File: config.mk
export PLATFORM = sky130hd
export DESIGN_NAME = icr_irq_control_request_mask
export DESIGN_NICKNAME = d
export VERILOG_FILES = /design/src/icr_pkg.sv /design/src/icr_request_cell.sv /design/src/icr_irq_control_request_mask.sv
export SDC_FILE = /design/constraint.sdc
export NUM_CORES = 1
export LEC_CHECK = 0
export BUFFER_PORTS_ARGS = -buffer_cell sky130_fd_sc_hd__buf_2
export CORE_MARGIN = 2
export CORE_UTILIZATION = 48
export DETAILED_ROUTE_END_ITERATION = 8
export PLACE_DENSITY = 0.76
export SKIP_CTS_REPAIR_TIMING = 1
export SYNTH_ARGS = -nofsm -noshare
export SYNTH_HDL_FRONTEND = slang
export SYNTH_SLANG_ARGS = --single-unit
File: constraint.sdc
create_clock -name CLK -period 16.1 [get_ports CLK]
set_input_delay 0.805 -clock CLK [delete_from_list [all_inputs] [get_ports CLK]]
set_output_delay 0.805 -clock CLK [all_outputs]
set_load 0.005 [all_outputs]
File: src/icr_pkg.sv
package icr_pkg;

    // source numbering used for request, mask and in-service vectors
    localparam int NUM_SRC = 7;
    localparam int SRC_TIMER = 0;
    localparam int SRC_DMA0 = 1;
    localparam int SRC_DMA1 = 2;
    localparam int SRC_PIN0 = 3;
    localparam int SRC_PIN1 = 4;
    localparam int SRC_PIN2 = 5;
    localparam int SRC_PIN3 = 6;
    localparam int NUM_PINS = 4;
    localparam int NUM_CASC = 2;

    // register offsets within the peripheral control block
    localparam logic [7:0] OFS_PIN3_CTRL = 8'h3E;
    localparam logic [7:0] OFS_PIN2_CTRL = 8'h3C;
    localparam logic [7:0] OFS_PIN1_CTRL = 8'h3A;
    localparam logic [7:0] OFS_PIN0_CTRL = 8'h38;
    localparam logic [7:0] OFS_DMA1_CTRL = 8'h36;
    localparam logic [7:0] OFS_DMA0_CTRL = 8'h34;
    localparam logic [7:0] OFS_TIMER_CTRL = 8'h32;
    localparam logic [7:0] OFS_REQUEST = 8'h2E;
    localparam logic [7:0] OFS_IN_SERVICE = 8'h2C;
    localparam logic [7:0] OFS_MASK = 8'h28;

    // control register field positions
    localparam int CTL_PRIO_LSB = 0;
    localparam int CTL_PRIO_W = 3;
    localparam int CTL_MASK_BIT = 3;
    localparam int CTL_LVL_BIT = 4;
    localparam int CTL_CAS_BIT = 5;
    localparam int CTL_SPECIAL_NESTING_ENABLE_BIT = 6;

    // reset values
    localparam logic [2:0] RST_PRIO = 3'h7;
    localparam logic RST_MASK = 1'b1;
    localparam logic RST_LVL = 1'b0;
    localparam logic RST_CAS = 1'b0;
    localparam logic RST_SPECIAL_NESTING_ENABLE = 1'b0;
    localparam logic RST_REQ = 1'b0;

    // source index width for the presented request
    localparam int SRC_IDX_W = 3;

endpackage : icr_pkg

File: src/icr_request_cell.sv
`timescale 1ns/1ps
`default_nettype none

module icr_request_cell
    import icr_pkg::*;
#(
    parameter bit IS_PIN = 1'b0
) (
    input wire logic clk,
    input wire logic rst,
    input wire logic src_in,
    input wire logic level_mode,
    input wire logic ack,
    input wire logic sw_we,
    input wire logic sw_val,
    output logic pending
);

    logic req_r;
    logic req_nxt;
    logic prev_r;
    logic prev_nxt;
    logic set_ev;
    logic withdraw;

    ////////////////////////////////////////////////////////////////////////////
    // trigger detection and request latch
    always_comb begin
        prev_nxt = src_in;
        if (IS_PIN) begin
            // edge detect rearms only once the pin has been seen low
            set_ev = level_mode ? src_in : (src_in & ~prev_r);
            withdraw = ~src_in;
        end else begin
            set_ev = src_in;
            withdraw = 1'b0;
        end
        // set wins so an event during ack or a clear is never lost
        if (set_ev) begin
            req_nxt = 1'b1;
        end else if (ack || withdraw) begin
            req_nxt = 1'b0;
        end else if (sw_we) begin
            req_nxt = sw_val;
        end else begin
            req_nxt = req_r;
        end
    end

    always_ff @(posedge clk) begin
        if (rst) begin
            req_r <= RST_REQ;
            prev_r <= 1'b0;
        end else begin
            req_r <= req_nxt;
            prev_r <= prev_nxt;
        end
    end

    assign pending = req_r;

endmodule : icr_request_cell

`default_nettype wire

File: src/icr_irq_control_request_mask.sv
`timescale 1ns/1ps
`default_nettype none

// Summary of operation
// each source has its own control register with priority field and mask bit
// mask bit is one storage bit seen in control and common mask register
// pin trigger select bit: 0 edge, 1 level
// cascadable pins zero and one carry a cascade enable bit
// cascadable pins zero and one carry a special nesting enable bit
// mask bits reset to 1, source disabled until software clears it
// priority fields reset to 111
// trigger select, cascade and nesting enables reset to 0
// software sets level mode on a pin with a cascaded slave
// request bit sets on a source request regardless of its mask
// request bit clears when its interrupt is acknowledged
// external source holds its pin asserted until acknowledged
// pin withdrawn before acknowledge clears its request, no service
// one request bit per source, timers share one, all reset 0
// set bit in common mask register disables that source
// software writes zero to reserved bits
// edge mode requests on rising pin; pin must fall to rearm
// level mode keeps requesting while pin is high, even after ack
// acknowledge also sets the source's in-service bit
// present highest priority pending unmasked request, fixed order breaks ties
module icr_irq_control_request_mask
    import icr_pkg::*;
(
    input wire logic CLK,
    input wire logic RST,
    input wire logic [7:0] ADDR,
    input wire logic WR_EN,
    input wire logic RD_EN,
    input wire logic [15:0] WDATA,
    output logic [15:0] RDATA,
    input wire logic [3:0] EXTERNAL_IRQ_PINS,
    input wire logic [1:0] DMA_CHANNEL_REQUESTS,
    input wire logic SHARED_TIMER_REQUEST,
    input wire logic ACK,
    input wire logic [6:0] IN_SERVICE_CLEAR,
    output logic IRQ_OUT,
    output logic [2:0] IRQ_SOURCE,
    output logic [6:0] IN_SERVICE,
    output logic [1:0] CASCADE_ENABLE
);

    ////////////////////////////////////////////////////////////////////////////
    // declarations
    // control register state, one slot per source
    logic [2:0] prio_r [NUM_SRC];
    logic [2:0] prio_nxt [NUM_SRC];
    logic [NUM_SRC-1:0] mask_r;
    logic [NUM_SRC-1:0] mask_nxt;
    logic [NUM_PINS-1:0] lvl_r;
    logic [NUM_PINS-1:0] lvl_nxt;
    logic [NUM_CASC-1:0] cas_r;
    logic [NUM_CASC-1:0] cas_nxt;
    logic [NUM_CASC-1:0] special_nesting_enable_r;
    logic [NUM_CASC-1:0] special_nesting_enable_nxt;

    // in-service, read-back and presented request state
    logic [NUM_SRC-1:0] inserv_r;
    logic [NUM_SRC-1:0] inserv_nxt;
    logic [15:0] rdata_r;
    logic [15:0] rdata_nxt;
    logic irq_r;
    logic irq_nxt;
    logic [2:0] src_r;
    logic [2:0] src_nxt;

    // combinational helpers
    logic [NUM_SRC-1:0] raw_src;
    logic [NUM_SRC-1:0] pending;
    logic [NUM_SRC-1:0] ack_vec;
    logic [NUM_SRC-1:0] eligible;
    logic [NUM_SRC-1:0] src_lvl;
    logic req_we;
    logic hit_req;
    logic hit_mask;
    logic hit_inserv;
    logic [NUM_SRC-1:0] nest_ok;

    // address decode shared by writes and reads
    function automatic int ctrl_index(input logic [7:0] a);
        case (a)
            OFS_TIMER_CTRL: ctrl_index = SRC_TIMER;
            OFS_DMA0_CTRL: ctrl_index = SRC_DMA0;
            OFS_DMA1_CTRL: ctrl_index = SRC_DMA1;
            OFS_PIN0_CTRL: ctrl_index = SRC_PIN0;
            OFS_PIN1_CTRL: ctrl_index = SRC_PIN1;
            OFS_PIN2_CTRL: ctrl_index = SRC_PIN2;
            OFS_PIN3_CTRL: ctrl_index = SRC_PIN3;
            default: ctrl_index = -1;
        endcase
    endfunction : ctrl_index

    // true for any of the seven control register slots
    function automatic logic is_ctrl(input int ci);
        is_ctrl = (ci >= 0);
    endfunction : is_ctrl

    // only the pins have a trigger select bit
    function automatic logic has_trigger(input int ci);
        has_trigger = (ci >= SRC_PIN0);
    endfunction : has_trigger

    // only the two cascadable pins carry cascade and nesting bits
    function automatic logic has_cascade(input int ci);
        has_cascade = (ci == SRC_PIN0) || (ci == SRC_PIN1);
    endfunction : has_cascade

    ////////////////////////////////////////////////////////////////////////////
    // request latches, one per source; timers share a single input
    assign raw_src = {EXTERNAL_IRQ_PINS, DMA_CHANNEL_REQUESTS, SHARED_TIMER_REQUEST};
    assign src_lvl = {lvl_r, 3'h0};
    // fixed-offset registers, decoded once for the write and read paths
    assign hit_req = (ADDR == OFS_REQUEST);
    assign hit_mask = (ADDR == OFS_MASK);
    assign hit_inserv = (ADDR == OFS_IN_SERVICE);
    assign req_we = WR_EN && hit_req;
    // acknowledge goes to whichever source is currently presented;
    // an ack with nothing shown is dropped, it could only hit a stale source
    always_comb begin
        ack_vec = '0;
        if (ACK && irq_r) begin
            ack_vec[src_r] = 1'b1;
        end
    end

    // the three timers share one cell; which timer fired is kept outside
    genvar gi;
    generate
        for (gi = 0; gi < NUM_SRC; gi++) begin : g_req
            icr_request_cell #(
                .IS_PIN(gi >= SRC_PIN0)
            ) u_cell (
                .clk(CLK),
                .rst(RST),
                .src_in(raw_src[gi]),
                .level_mode(src_lvl[gi]),
                .ack(ack_vec[gi]),
                .sw_we(req_we),
                .sw_val(WDATA[gi]),
                .pending(pending[gi])
            );
        end
    endgenerate

    ////////////////////////////////////////////////////////////////////////////
    // control and mask registers
    always_comb begin
        int ci;
        ci = ctrl_index(ADDR);
        prio_nxt = prio_r;
        mask_nxt = mask_r;
        lvl_nxt = lvl_r;
        cas_nxt = cas_r;
        special_nesting_enable_nxt = special_nesting_enable_r;
        if (WR_EN && is_ctrl(ci)) begin
            prio_nxt[ci] = WDATA[CTL_PRIO_LSB +: CTL_PRIO_W];
            // the mask bit has a single flop, so both views always agree
            mask_nxt[ci] = WDATA[CTL_MASK_BIT];
            if (has_trigger(ci)) begin
                lvl_nxt[ci - SRC_PIN0] = WDATA[CTL_LVL_BIT];
            end
            if (has_cascade(ci)) begin
                cas_nxt[ci - SRC_PIN0] = WDATA[CTL_CAS_BIT];
                special_nesting_enable_nxt[ci - SRC_PIN0] = WDATA[CTL_SPECIAL_NESTING_ENABLE_BIT];
            end
        end
        // one address per access, so the two views never collide in a cycle;
        // reserved upper bits of the mask word are simply not stored
        if (WR_EN && hit_mask) begin
            mask_nxt = WDATA[NUM_SRC-1:0];
        end
    end

    always_ff @(posedge CLK) begin
        if (RST) begin
            for (int i = 0; i < NUM_SRC; i++) begin
                prio_r[i] <= RST_PRIO;
            end
            // every source starts masked so nothing fires before setup
            mask_r <= {NUM_SRC{RST_MASK}};
            lvl_r <= {NUM_PINS{RST_LVL}};
            cas_r <= {NUM_CASC{RST_CAS}};
            special_nesting_enable_r <= {NUM_CASC{RST_SPECIAL_NESTING_ENABLE}};
        end else begin
            prio_r <= prio_nxt;
            mask_r <= mask_nxt;
            lvl_r <= lvl_nxt;
            cas_r <= cas_nxt;
            special_nesting_enable_r <= special_nesting_enable_nxt;
        end
    end

    ////////////////////////////////////////////////////////////////////////////
    // in-service tracking; ack sets, outside end-of-interrupt logic clears
    // the clear pulse names sources by bit, one per in-service flag
    always_comb begin
        // set wins over a clear landing in the same cycle
        inserv_nxt = (inserv_r & ~IN_SERVICE_CLEAR) | ack_vec;
    end

    always_ff @(posedge CLK) begin
        if (RST) begin
            inserv_r <= '0;
        end else begin
            inserv_r <= inserv_nxt;
        end
    end

    ////////////////////////////////////////////////////////////////////////////
    // a source in service is held back so its own handler is not re-entered;
    // special nesting on the cascadable pins lifts that, letting a cascaded
    // slave's more urgent request through while an earlier one is served
    generate
        for (gi = 0; gi < NUM_SRC; gi++) begin : g_nest
            if (gi == SRC_PIN0 || gi == SRC_PIN1) begin : g_casc
                assign nest_ok[gi] = ~inserv_r[gi] | special_nesting_enable_r[gi - SRC_PIN0];
            end else begin : g_plain
                assign nest_ok[gi] = ~inserv_r[gi];
            end
        end
    endgenerate

    ////////////////////////////////////////////////////////////////////////////
    // arbitration: lowest priority value wins, lower index breaks ties
    // so the timer beats the dma channels and those beat the pins
    always_comb begin
        logic [2:0] best;
        logic found;
        best = RST_PRIO;
        found = 1'b0;
        src_nxt = src_r;
        // masked sources stay out, as do those held back by in-service
        eligible = pending & ~mask_r & nest_ok;
        for (int i = 0; i < NUM_SRC; i++) begin
            if (eligible[i] && (!found || prio_r[i] < best)) begin
                best = prio_r[i];
                found = 1'b1;
                src_nxt = 3'(i);
            end
        end
        // the acked request is dropping this cycle, so withdraw the line now;
        // showing it one more cycle would invite a second ack of the same source
        irq_nxt = found && !(ACK && irq_r && src_nxt == src_r);
    end

    always_ff @(posedge CLK) begin
        if (RST) begin
            irq_r <= 1'b0;
            src_r <= '0;
        end else begin
            irq_r <= irq_nxt;
            src_r <= src_nxt;
        end
    end

    ////////////////////////////////////////////////////////////////////////////
    // read port; reserved and unmapped bits read zero
    // the word is held until the next read, so a slow core still sees it
    always_comb begin
        int ci;
        ci = ctrl_index(ADDR);
        rdata_nxt = rdata_r;
        if (RD_EN) begin
            rdata_nxt = '0;
            if (is_ctrl(ci)) begin
                rdata_nxt[CTL_PRIO_LSB +: CTL_PRIO_W] = prio_r[ci];
                rdata_nxt[CTL_MASK_BIT] = mask_r[ci];
                if (has_trigger(ci)) begin
                    rdata_nxt[CTL_LVL_BIT] = lvl_r[ci - SRC_PIN0];
                end
                if (has_cascade(ci)) begin
                    rdata_nxt[CTL_CAS_BIT] = cas_r[ci - SRC_PIN0];
                    rdata_nxt[CTL_SPECIAL_NESTING_ENABLE_BIT] = special_nesting_enable_r[ci - SRC_PIN0];
                end
            end else if (hit_req) begin
                rdata_nxt[NUM_SRC-1:0] = pending;
            end else if (hit_mask) begin
                rdata_nxt[NUM_SRC-1:0] = mask_r;
            end else if (hit_inserv) begin
                rdata_nxt[NUM_SRC-1:0] = inserv_r;
            end
        end
    end

    always_ff @(posedge CLK) begin
        if (RST) begin
            rdata_r <= '0;
        end else begin
            rdata_r <= rdata_nxt;
        end
    end

    ////////////////////////////////////////////////////////////////////////////
    // outputs straight from flops
    // cascade bits only go out to the pin muxing; nothing here acts on them
    assign RDATA = rdata_r;
    assign IRQ_OUT = irq_r;
    assign IRQ_SOURCE = src_r;
    assign IN_SERVICE = inserv_r;
    assign CASCADE_ENABLE = cas_r;

endmodule : icr_irq_control_request_mask

`default_nettype wire

==> results.py, run 1 <==
metrics = {
    "worst_setup_path": {
        "crit_start": "g_req[0].u_cell.pending$_SDFFE_PP0P_",
        "worstPathRequired_ps": 16360,
        "startpoint_type": "flop",
        "cp.arrival_ps": 9630,
        "critical_path_class": "reg2reg",
        "timing.rr.end": "IRQ_OUT$_SDFF_PP0_",
        "cp-endpoint": "IRQ_OUT$_SDFF_PP0_",
        "reg2regPathDepth": 40,
        "crit_path_max_incr_delay_ps": 520,
        "crit_path_end_kind": "flop",
        "slowest_stage": "nor4bb_1",
        "r2r_slack_ps": 6730,
        "reg2reg_from": "g_req[0].u_cell.pending$_SDFFE_PP0P_",
        "cp_max_fo": 8,
    },
    "synth": {
        "synth_cells": 560,
        "syn_area_mm2": 0.004409,
        "synth_cell_types": 69,
        "syn_area_per_cell_um2": 7.874,
        "synth-edff-count": 0,
        "yosys_warnings": 0,
        "async_reset_ff_share_pct": 0,
        "yosysSeqAreaShare_pct": 29.51,
        "ys_ff_latch": 65,
        "ys.flop_type": "dfxtp_1",
    },
    "sta": {
        "finalSetupViolCount": 0,
        "relSlewSlack_pct": 32.76,
        "maxSlewViolCount": 0,
        "worst_pin_slew_ps": 999.4,
        "hold_violations": 0,
        "period_share_pct": 58.18,
        "setup_tns_ps": 0,
        "fmax_ghz": 0.1068,
        "fin_worst_skew_ps": 6.841,
        "rsz0062_at_grt": "false",
        "fin_crit_ps": 9367,
        "holdWs_ps": 477.4,
    },
    "power": {
        "p_leak_nw": 2.121,
        "ir_drop_mv": 0.05823,
        "clkPwrFrac_pct": 42.8,
        "p_per_area_mw_per_mm2": 68.97,
        "seqPwrFrac_pct": 49.2,
        "power_w": 0.0003369,
        "p_int_w": 0.0002495,
        "comb_power_share_pct": 8.0,
        "switching_share_pct": 25.93,
        "p_switching_w": 0.00008737,
    },
    "finish": {
        "nets": 659,
        "area_growth_pct": 10.78,
        "layout-drive-gt1-share_pct": 16.25,
        "final_common_cell": "nand2_1",
        "layout_common_cells": "75 x nand2_1, 65 x dfxtp_1, 53 x buf_2",
        "antennaDiodeCount": 0,
        "design_area_mm2": 0.004885,
    },
    "clock_tree": {
        "insertion_delay_ps": 350,
        "clock_sinks": 65,
        "clk_pin_slew_ps": 80,
        "cts_buffers": 9,
        "htreeDepth": 3,
        "clockRootBuffer": "clkbuf_8",
        "tritoncts": "built",
        "clockBufferDepth": 2,
    },
    "floorplanning": {
        "die_w_um": 99.85,
        "coreArea_mm2": 0.008806,
        "die_h_um": 99.85,
        "dieArea_mm2": 0.009969,
        "num_rows": 34,
        "io_pins": 72,
        "start_util_pct": 50.07,
    },
    "placed_design": {
        "place_area_mm2": 0.004681,
        "dpl.hpwl_um": 9845,
        "place.gp.congestion": 0.9367,
        "port_buffers": 53,
    },
    "drt": {
        "firstDrtPassIters": 5,
        "drtIter0Drc": 404,
        "wl_per_cell_um": 17.98,
        "drt_wl_total_um": 12780,
        "drtAntennaViolNets": 0,
        "vias": 4374,
        "vias_per_cell": 6.152,
        "route.detailed.drc": 0,
    },
    "hold_path": {
        "hp-class": "reg2reg",
    },
    "global_routing": {
        "grt_pass1_vias": 4098,
        "grt_pass1_wl_um": 20770,
        "grt_usage_pct": 26.19,
        "grt.overflow.total": 0,
        "grt_max_degree": 43,
        "antenna_found_initial": 0,
    },
    "job": {
        "drv_cap": 0,
    },
    "outcome": {
        "outcome": "completed",
    },
}
[synth_stat cells, types with 9 or more instances]
library cell  instances  share of area, %
nor2_1               50               4.3
ha_1                 18               5.1
mux2i_1              26               5.9
nand3_1              13               1.5
dfxtp_1              65                30
or3_1                 9               1.3
o21ai_0              18               2.0
nor3_1               15               1.7
o211ai_1             13               2.2
clkbuf_1             24               2.0
buf_4                 9               1.5
inv_1                25               2.1
a21oi_1              44               5.0
nand2_1              75               6.4
nor2b_1              18               2.6
nand2b_1             13               1.8
[metrics by stage]
step	instances	worst slack (ps)	utilization, %
2_1_floorplan	568	8169	-
3_3_place_gp	695	7299	53.15
3_5_place_dp	695	6873	53.15
4_1_cts	711	6838	55.47
5_1_grt	711	5991	55.47
6_report	711	6733	55.47
[cells by family (layout without fill, tap and decap cells)]
logic type	Yosys count	in the layout	synth area share [%]
buf+inv	60	95	5.902
mux	32	32	8.030
compound gates	146	146	24.09
flops	65	65	29.51
simple gates	235	235	26.67
xor+xnor	3	3	0.5960
fa+ha+maj	18	18	5.108
other cells	1	9	0.08505
[worst min path at each step]
| stage | from | to | slack [ps] | cells after the start |
|---|---|---|---|---|
| global placement | g_req[4].u_cell.prev_r$_SDFF_PP0_ | g_req[4].u_cell.pending$_SDFFE_PP0P_ | 460 | 2 |
| global route | RDATA[1]$_SDFFE_PP0P_ | RDATA[1]$_SDFFE_PP0P_ | 510 | 2 |
| CTS | lvl_r[3]$_SDFFE_PP0P_ | lvl_r[3]$_SDFFE_PP0P_ | 480 | 2 |
| detailed placement | g_req[5].u_cell.prev_r$_SDFF_PP0_ | g_req[5].u_cell.pending$_SDFFE_PP0P_ | 460 | 2 |
| finish | lvl_r[3]$_SDFFE_PP0P_ | lvl_r[3]$_SDFFE_PP0P_ | 480 | 2 |
| floorplan | lvl_r[0]$_SDFFE_PP0P_ | lvl_r[0]$_SDFFE_PP0P_ | 450 | 2 |
[routing by layer]
metal  vias up  global-route usage [%]  wire [um]
met2       197                   44.02       6208
met5         -                       0          0
met4         0                   8.851        282
li1       2086                       -          -
met1      2061                   34.38       5467
met3        30                   4.178        822
[state kept, by name, indices dropped and copies added (netlist names)]
register and count:
prio_r 21, mask_r 7, IRQ_SOURCE 3, IN_SERVICE 7, CASCADE_ENABLE 2, lvl_r 4
IRQ_OUT 1, RDATA 7, g_req.u_cell.pending 7, special_nesting_enable_r 2, g_req.u_cell.prev_r 4
[worst max-delay path: cells and delay by family, from the launching register on]
kind            cells  cell delay (ps)
buf+inv             2              130
simple gates       16             3170
fa+ha+maj           6             1460
mux                 5             1420
flops               1              460
compound gates     11             2620
[layout make-up]
| class | instances | area (um2) |
|---|---|---|
| Clock buffer | 10 | 137.6 |
| Inverter | 25 | 93.84 |
| Timing Repair Buffer | 54 | 272.8 |
| Tap cell | 108 | 135.1 |
| Sequential cell | 65 | 1301 |
| Clock inverter | 6 | 66.31 |
| Multi-Input combinational cell | 443 | 2878 |
| Fill cell | 832 | 3921 |
[power by group through the flow]
stage          registers [W]  logic (W)  clock network (W)
2_1_floorplan       0.000169  0.0000181                  0
3_3_place_gp        0.000169  0.0000257                  0
3_5_place_dp        0.000169  0.0000264                  0
4_1_cts             0.000166  0.0000266           0.000145
5_1_grt             0.000166  0.0000299           0.000153
6_report            0.000166  0.0000270           0.000144
Power figures use the tool's default switching activity.
==> inputs of run 2 (changes only) <==
==> constraint.sdc (replaced) <==
create_clock -name CLK -period 9.5 [get_ports CLK]
set_input_delay 0.475 -clock CLK [delete_from_list [all_inputs] [get_ports CLK]]
set_output_delay 0.475 -clock CLK [all_outputs]
set_load 0.005 [all_outputs]
==> run 2 against run 1 <==
Effect of this change:
- sequential power increased by 69%
- largest power group unchanged
- sequential share of layout area decreased by 0.17 points
- die area stayed put
- critical path depth up 2
- core utilization increased by 0.41 points
- critical path type unchanged
==> results.py, run 2 (synthesis gave the netlist of run 1 again) <==
metrics = {
    "hold_path": {
        "hp-class": "in2reg",
        "whs_endpoint": "g_req[0].u_cell.pending$_SDFFE_PP0P_",
        "hp-start": "SHARED_TIMER_REQUEST",
        "holdPathStages": 3,
    },
    "sta": {
        "fmax_ghz": 0.1123,
        "relSlewSlack_pct": 31.26,
        "hold_violations": 0,
        "setup_tns_ps": 0,
        "maxSlewViolCount": 0,
        "fin_worst_skew_ps": 12.63,
        "fin_crit_ps": 8907,
        "worst_pin_slew_ps": 1022,
        "finalSetupViolCount": 0,
        "period_share_pct": 93.76,
        "fin_ws_ps": 592.8,
    },
    "drt": {
        "wl_per_cell_um": 17.96,
        "drtIter0Drc": 353,
        "route.detailed.drc": 0,
        "firstDrtPassIters": 5,
        "drtAntennaViolNets": 0,
        "drt_wl_total_um": 12770,
        "vias": 4386,
        "vias_per_cell": 6.169,
    },
    "worst_setup_path": {
        "reg2regPathDepth": 42,
        "slowest_stage": "or3b_4",
        "cp.arrival_ps": 9180,
        "timing.rr.end": "IRQ_OUT$_SDFF_PP0_",
        "reg2reg_from": "mask_r[0]$_SDFFE_PP1P_",
        "r2r_slack_ps": 590,
        "worstPathRequired_ps": 9770,
        "crit_path_end_kind": "flop",
        "crit_path_max_incr_delay_ps": 500,
        "startpoint_type": "flop",
        "cp_max_fo": 8,
        "critical_path_class": "reg2reg",
    },
    "finish": {
        "antennaDiodeCount": 0,
        "layout-drive-gt1-share_pct": 17.25,
        "final_core_util_pct": 55.88,
        "regArea_mm2": 0.001303,
        "nets": 659,
        "stdcell_count": 711,
        "fillers": 841,
        "final_common_cell": "nand2_1",
        "multi_input_area_mm2": 0.002914,
        "largest_register": "prio_r",
        "area_growth_pct": 11.61,
        "largest_reg_flops": 21,
        "layout_common_cells": "75 x nand2_1, 64 x dfxtp_1, 53 x buf_2",
    },
    "clock_tree": {
        "clk_pin_slew_ps": 80,
        "clockBufferDepth": 2,
        "htreeDepth": 3,
        "insertion_delay_ps": 360,
        "clock_sinks": 65,
        "clockRootBuffer": "clkbuf_8",
        "cts_buffers": 9,
        "tritoncts": "built",
    },
    "global_routing": {
        "gr-usage-met3_pct": 5.014,
        "grt_usage_pct": 26.09,
        "antenna_found_initial": 0,
        "grt.overflow.total": 0,
        "grtUsageMet1_pct": 33.39,
        "grt_pass1_vias": 4256,
        "grt_pass1_wl_um": 20640,
        "grt_max_degree": 43,
        "busiest_layer": "met2",
        "grtUsageMet2_pct": 43.50,
    },
    "floorplanning": {
        "num_rows": 34,
        "start_util_pct": 50.07,
        "io_pins": 72,
        "coreArea_mm2": 0.008806,
        "die_w_um": 99.85,
        "dieArea_mm2": 0.009969,
        "die_h_um": 99.85,
    },
    "placed_design": {
        "port_buffers": 53,
        "placedCellCount": 695,
        "pre_cts_ws_ps": 539.8,
        "place.gp.congestion": 0.9564,
        "dpl.hpwl_um": 9559,
    },
    "power": {
        "p_leak_nw": 2.131,
        "p_per_area_mw_per_mm2": 115.6,
        "power_w": 0.0005690,
        "ir_drop_mv": 0.1311,
    },
    "outcome": {
        "outcome": "completed",
    },
    "job": {
        "drv_cap": 0,
    },
}
==> run 2: cell count changes in the layout (fill, tap and decap cells not counted), sizes merged <==
cell,delta
clkbuf,-1
clkinv,+4
clkinvlp,-3
==> run 2: layout make-up <==
type | instances | area share, %
flip-flops and latches | 65 | 26.47
well taps | 108 | 2.746
repair buffers | 54 | 5.543
inverters | 25 | 1.907
clock inverters | 7 | 1.602
clock buffers | 9 | 2.517
multi-input cells | 443 | 59.22
==> run 2: stage by stage <==
step / hold slack, ps / cell area [um2]
after CTS: 318.8 / 4883
after global routing: 337.6 / 4921
after detailed placement: 463.0 / 4681
final: 324.6 / 4921
after global placement: 460.5 / 4681
after floorplan: 446.3 / 4439
==> run 2: worst max path at each step <==
stage / from / endpoint / depth (start not counted) / slack [ps]
floorplan: g_req[0].u_cell.pending$_SDFFE_PP0P_ / IRQ_OUT$_SDFF_PP0_ / 42 / 1570
detailed placement: g_req[0].u_cell.pending$_SDFFE_PP0P_ / IRQ_OUT$_SDFF_PP0_ / 41 / 540
global route: mask_r[0]$_SDFFE_PP1P_ / IRQ_OUT$_SDFF_PP0_ / 42 / -40
global placement: g_req[0].u_cell.pending$_SDFFE_PP0P_ / IRQ_OUT$_SDFF_PP0_ / 41 / 760
finish: mask_r[0]$_SDFFE_PP1P_ / IRQ_OUT$_SDFF_PP0_ / 42 / 590
CTS: g_req[0].u_cell.pending$_SDFFE_PP0P_ / IRQ_OUT$_SDFF_PP0_ / 41 / 500
==> run 2: where the power goes <==
part | internal (W) | switching [W] | total, W | leakage, nW
combinational | 0.0000176 | 0.0000281 | 0.0000457 | 1.50
sequential | 0.000277 | 0.00000375 | 0.000281 | 0.529
clock | 0.000123 | 0.000119 | 0.000243 | 0.104
==> run 2: worst max-delay path: cells and delay by family (launching register included) <==
family / cells / cell delay, ps
AND/OR/NAND/NOR: 18 / 3260
AO/OA/AOI/OAI: 12 / 2320
adder cells (fa/ha/maj): 6 / 1550
multiplexers: 4 / 1130
flip-flops: 1 / 420
buffers and inverters: 2 / 130
==> run 2: per-layer routing <==
metal | part of all wire [%] | up-vias
li1 | - | 2090
met1 | 42 | 2080
met3 | 6.9 | 36
met2 | 48 | 180
met4 | 3.1 | 0
met5 | 0 | -
==> inputs of run 3 (changes only) <==
--- a/config.mk
+++ b/config.mk
@@ -7,9 +7,9 @@
 export LEC_CHECK = 0
 export BUFFER_PORTS_ARGS = -buffer_cell sky130_fd_sc_hd__buf_2
 export CORE_MARGIN = 2
-export CORE_UTILIZATION = 48
+export CORE_UTILIZATION = 51
 export DETAILED_ROUTE_END_ITERATION = 8
-export PLACE_DENSITY = 0.76
+export PLACE_DENSITY = 0.79
 export SKIP_CTS_REPAIR_TIMING = 1
 export SYNTH_ARGS = -nofsm -noshare
 export SYNTH_HDL_FRONTEND = slang
==> constraint.sdc (replaced) <==
create_clock -name CLK -period 9.88 [get_ports CLK]
set_input_delay 0.494 -clock CLK [delete_from_list [all_inputs] [get_ports CLK]]
set_output_delay 0.494 -clock CLK [all_outputs]
set_load 0.005 [all_outputs]
==> run 3 against run 2 <==
Effect of this change:
- maximum frequency shrank 2.3%
- clock skew shrank 4.3 ps
- combinational power shrank 4%
- count of clock-buffer cells in the layout is the same
- register-to-register slack gained 170 ps
- clock power shrank 3%
- critical path depth shrank 1
- critical endpoint unchanged
==> results.py, run 3 (synthesis gave the netlist of run 1 again) <==
metrics = {
    "placed_design": {
        "port_buffers": 53,
        "pre_cts_ws_ps": 910.7,
        "dpl.hpwl_um": 9461,
        "place.gp.congestion": 0.9275,
        "placedCellCount": 692,
        "place_area_mm2": 0.004677,
    },
    "clock_tree": {
        "htreeDepth": 3,
        "clock_sinks": 65,
        "tritoncts": "built",
        "insertion_delay_ps": 350,
        "clk_pin_slew_ps": 80,
        "clockRootBuffer": "clkbuf_8",
        "cts_buffers": 9,
        "clockBufferDepth": 2,
    },
    "job": {
        "drv_cap": 0,
    },
    "global_routing": {
        "grt_usage_pct": 27.03,
        "grt_pass1_vias": 4271,
        "grt_max_degree": 43,
        "grt.overflow.total": 0,
        "grt_pass1_wl_um": 20930,
        "antenna_found_initial": 0,
    },
    "worst_setup_path": {
        "slowest_stage": "or3b_1",
        "crit_cells": 41,
        "cpLargestDelayFamily": "simple AND/OR/NAND/NOR gates",
        "worstPathRequired_ps": 10140,
        "cp.arrival_ps": 9380,
        "reg2regPathDepth": 41,
        "startpoint_type": "flop",
        "crit_path_end_kind": "flop",
        "critical_path_buf_inv_count": 2,
        "cp_max_fo": 8,
        "crit_path_max_incr_delay_ps": 510,
        "critical_path_class": "reg2reg",
        "r2r_slack_ps": 760,
    },
    "sta": {
        "relSlewSlack_pct": 33.43,
        "holdWs_ps": 356.8,
        "fin_crit_ps": 9120,
        "hold_violations": 0,
        "fmax_ghz": 0.1096,
        "setup_tns_ps": 0,
        "fin_worst_skew_ps": 8.284,
        "period_share_pct": 92.31,
        "maxSlewViolCount": 0,
        "rsz0062_at_grt": "false",
        "finalSetupViolCount": 0,
        "worst_pin_slew_ps": 989.4,
        "fin_ws_ps": 759.8,
    },
    "drt": {
        "drtAntennaViolNets": 0,
        "drt_wl_total_um": 12660,
        "vias_per_cell": 6.179,
        "vias": 4375,
        "wl_per_cell_um": 17.87,
        "route.detailed.drc": 0,
        "drtIter0Drc": 387,
        "firstDrtPassIters": 8,
    },
    "finish": {
        "area_growth_pct": 10.67,
        "layout-drive-gt1-share_pct": 16.25,
        "layout_common_cells": "75 x nand2_1, 65 x dfxtp_1, 53 x buf_2",
        "largest_reg_flops": 21,
        "nets": 659,
        "largest_register": "prio_r",
        "antennaDiodeCount": 0,
        "design_area_mm2": 0.004880,
        "final_common_cell": "nand2_1",
        "stdcell_count": 708,
    },
    "hold_path": {
        "holdPathStages": 3,
        "hp-class": "in2reg",
    },
    "floorplanning": {
        "io_pins": 72,
        "coreArea_mm2": 0.008299,
        "start_util_pct": 53.13,
        "die_h_um": 96.98,
        "die_w_um": 96.98,
        "num_rows": 33,
        "dieArea_mm2": 0.009405,
    },
    "power": {
        "ir_drop_mv": 0.09039,
        "p_leak_nw": 2.130,
        "p_per_area_mw_per_mm2": 112.4,
    },
    "outcome": {
        "outcome": "completed",
    },
}
[run 3: stage by stage]
stage / power [W] / utilization (%)
after global placement: 0.0003177 / 56.35
after global routing: 0.0005670 / 58.80
final: 0.0005487 / 58.80
after floorplan: 0.0003042 / -
after detailed placement: 0.0003189 / 56.35
after CTS: 0.0005500 / 58.80
[run 3: area by class of cell]
cell class / count / area, um2
tap: 105 / 131.4
timing repair buffer: 54 / 272.8
clock inverter: 7 / 78.83
fill: 762 / 3420
clock buffer: 9 / 123.9
multi-input combinational: 443 / 2878
sequential: 65 / 1301
inverter: 25 / 93.84
[run 3: worst min-delay path, delay by kind of cell]
family | cells | cell delay (ps)
and+or+nand+nor | 1 | 60
AOI/OAI and AO/OA | 1 | 30
buffers and inverters | 1 | 80
[run 3: per-layer routing]
metal / share of wire (%) / GRT usage (%) / vias to the layer above
met2: 48 / 45.94 / 214
met5: 0 / 0 / -
met4: 2.3 / 9.859 / 0
met1: 42 / 33.83 / 2046
li1: - / - / 2085
met3: 7.4 / 5.491 / 30
[run 3: path summary, 6_finish.rpt]
kind	start	endpoint
setup / recovery	g_req[0].u_cell.pending$_SDFFE_PP0P_	IRQ_OUT$_SDFF_PP0_
hold / removal	DMA_CHANNEL_REQUESTS[1]	g_req[2].u_cell.pending$_SDFFE_PP0P_
setup reg to reg	g_req[0].u_cell.pending$_SDFFE_PP0P_	IRQ_OUT$_SDFF_PP0_
hold reg to reg	RDATA[0]$_SDFFE_PP0P_	RDATA[0]$_SDFFE_PP0P_
[run 3: power by group]
group | internal, W | switching, W
clock network | 0.000119 | 0.000116
registers | 0.000266 | 0.00000365
logic | 0.0000168 | 0.0000273
total | 0.000402 | 0.000147
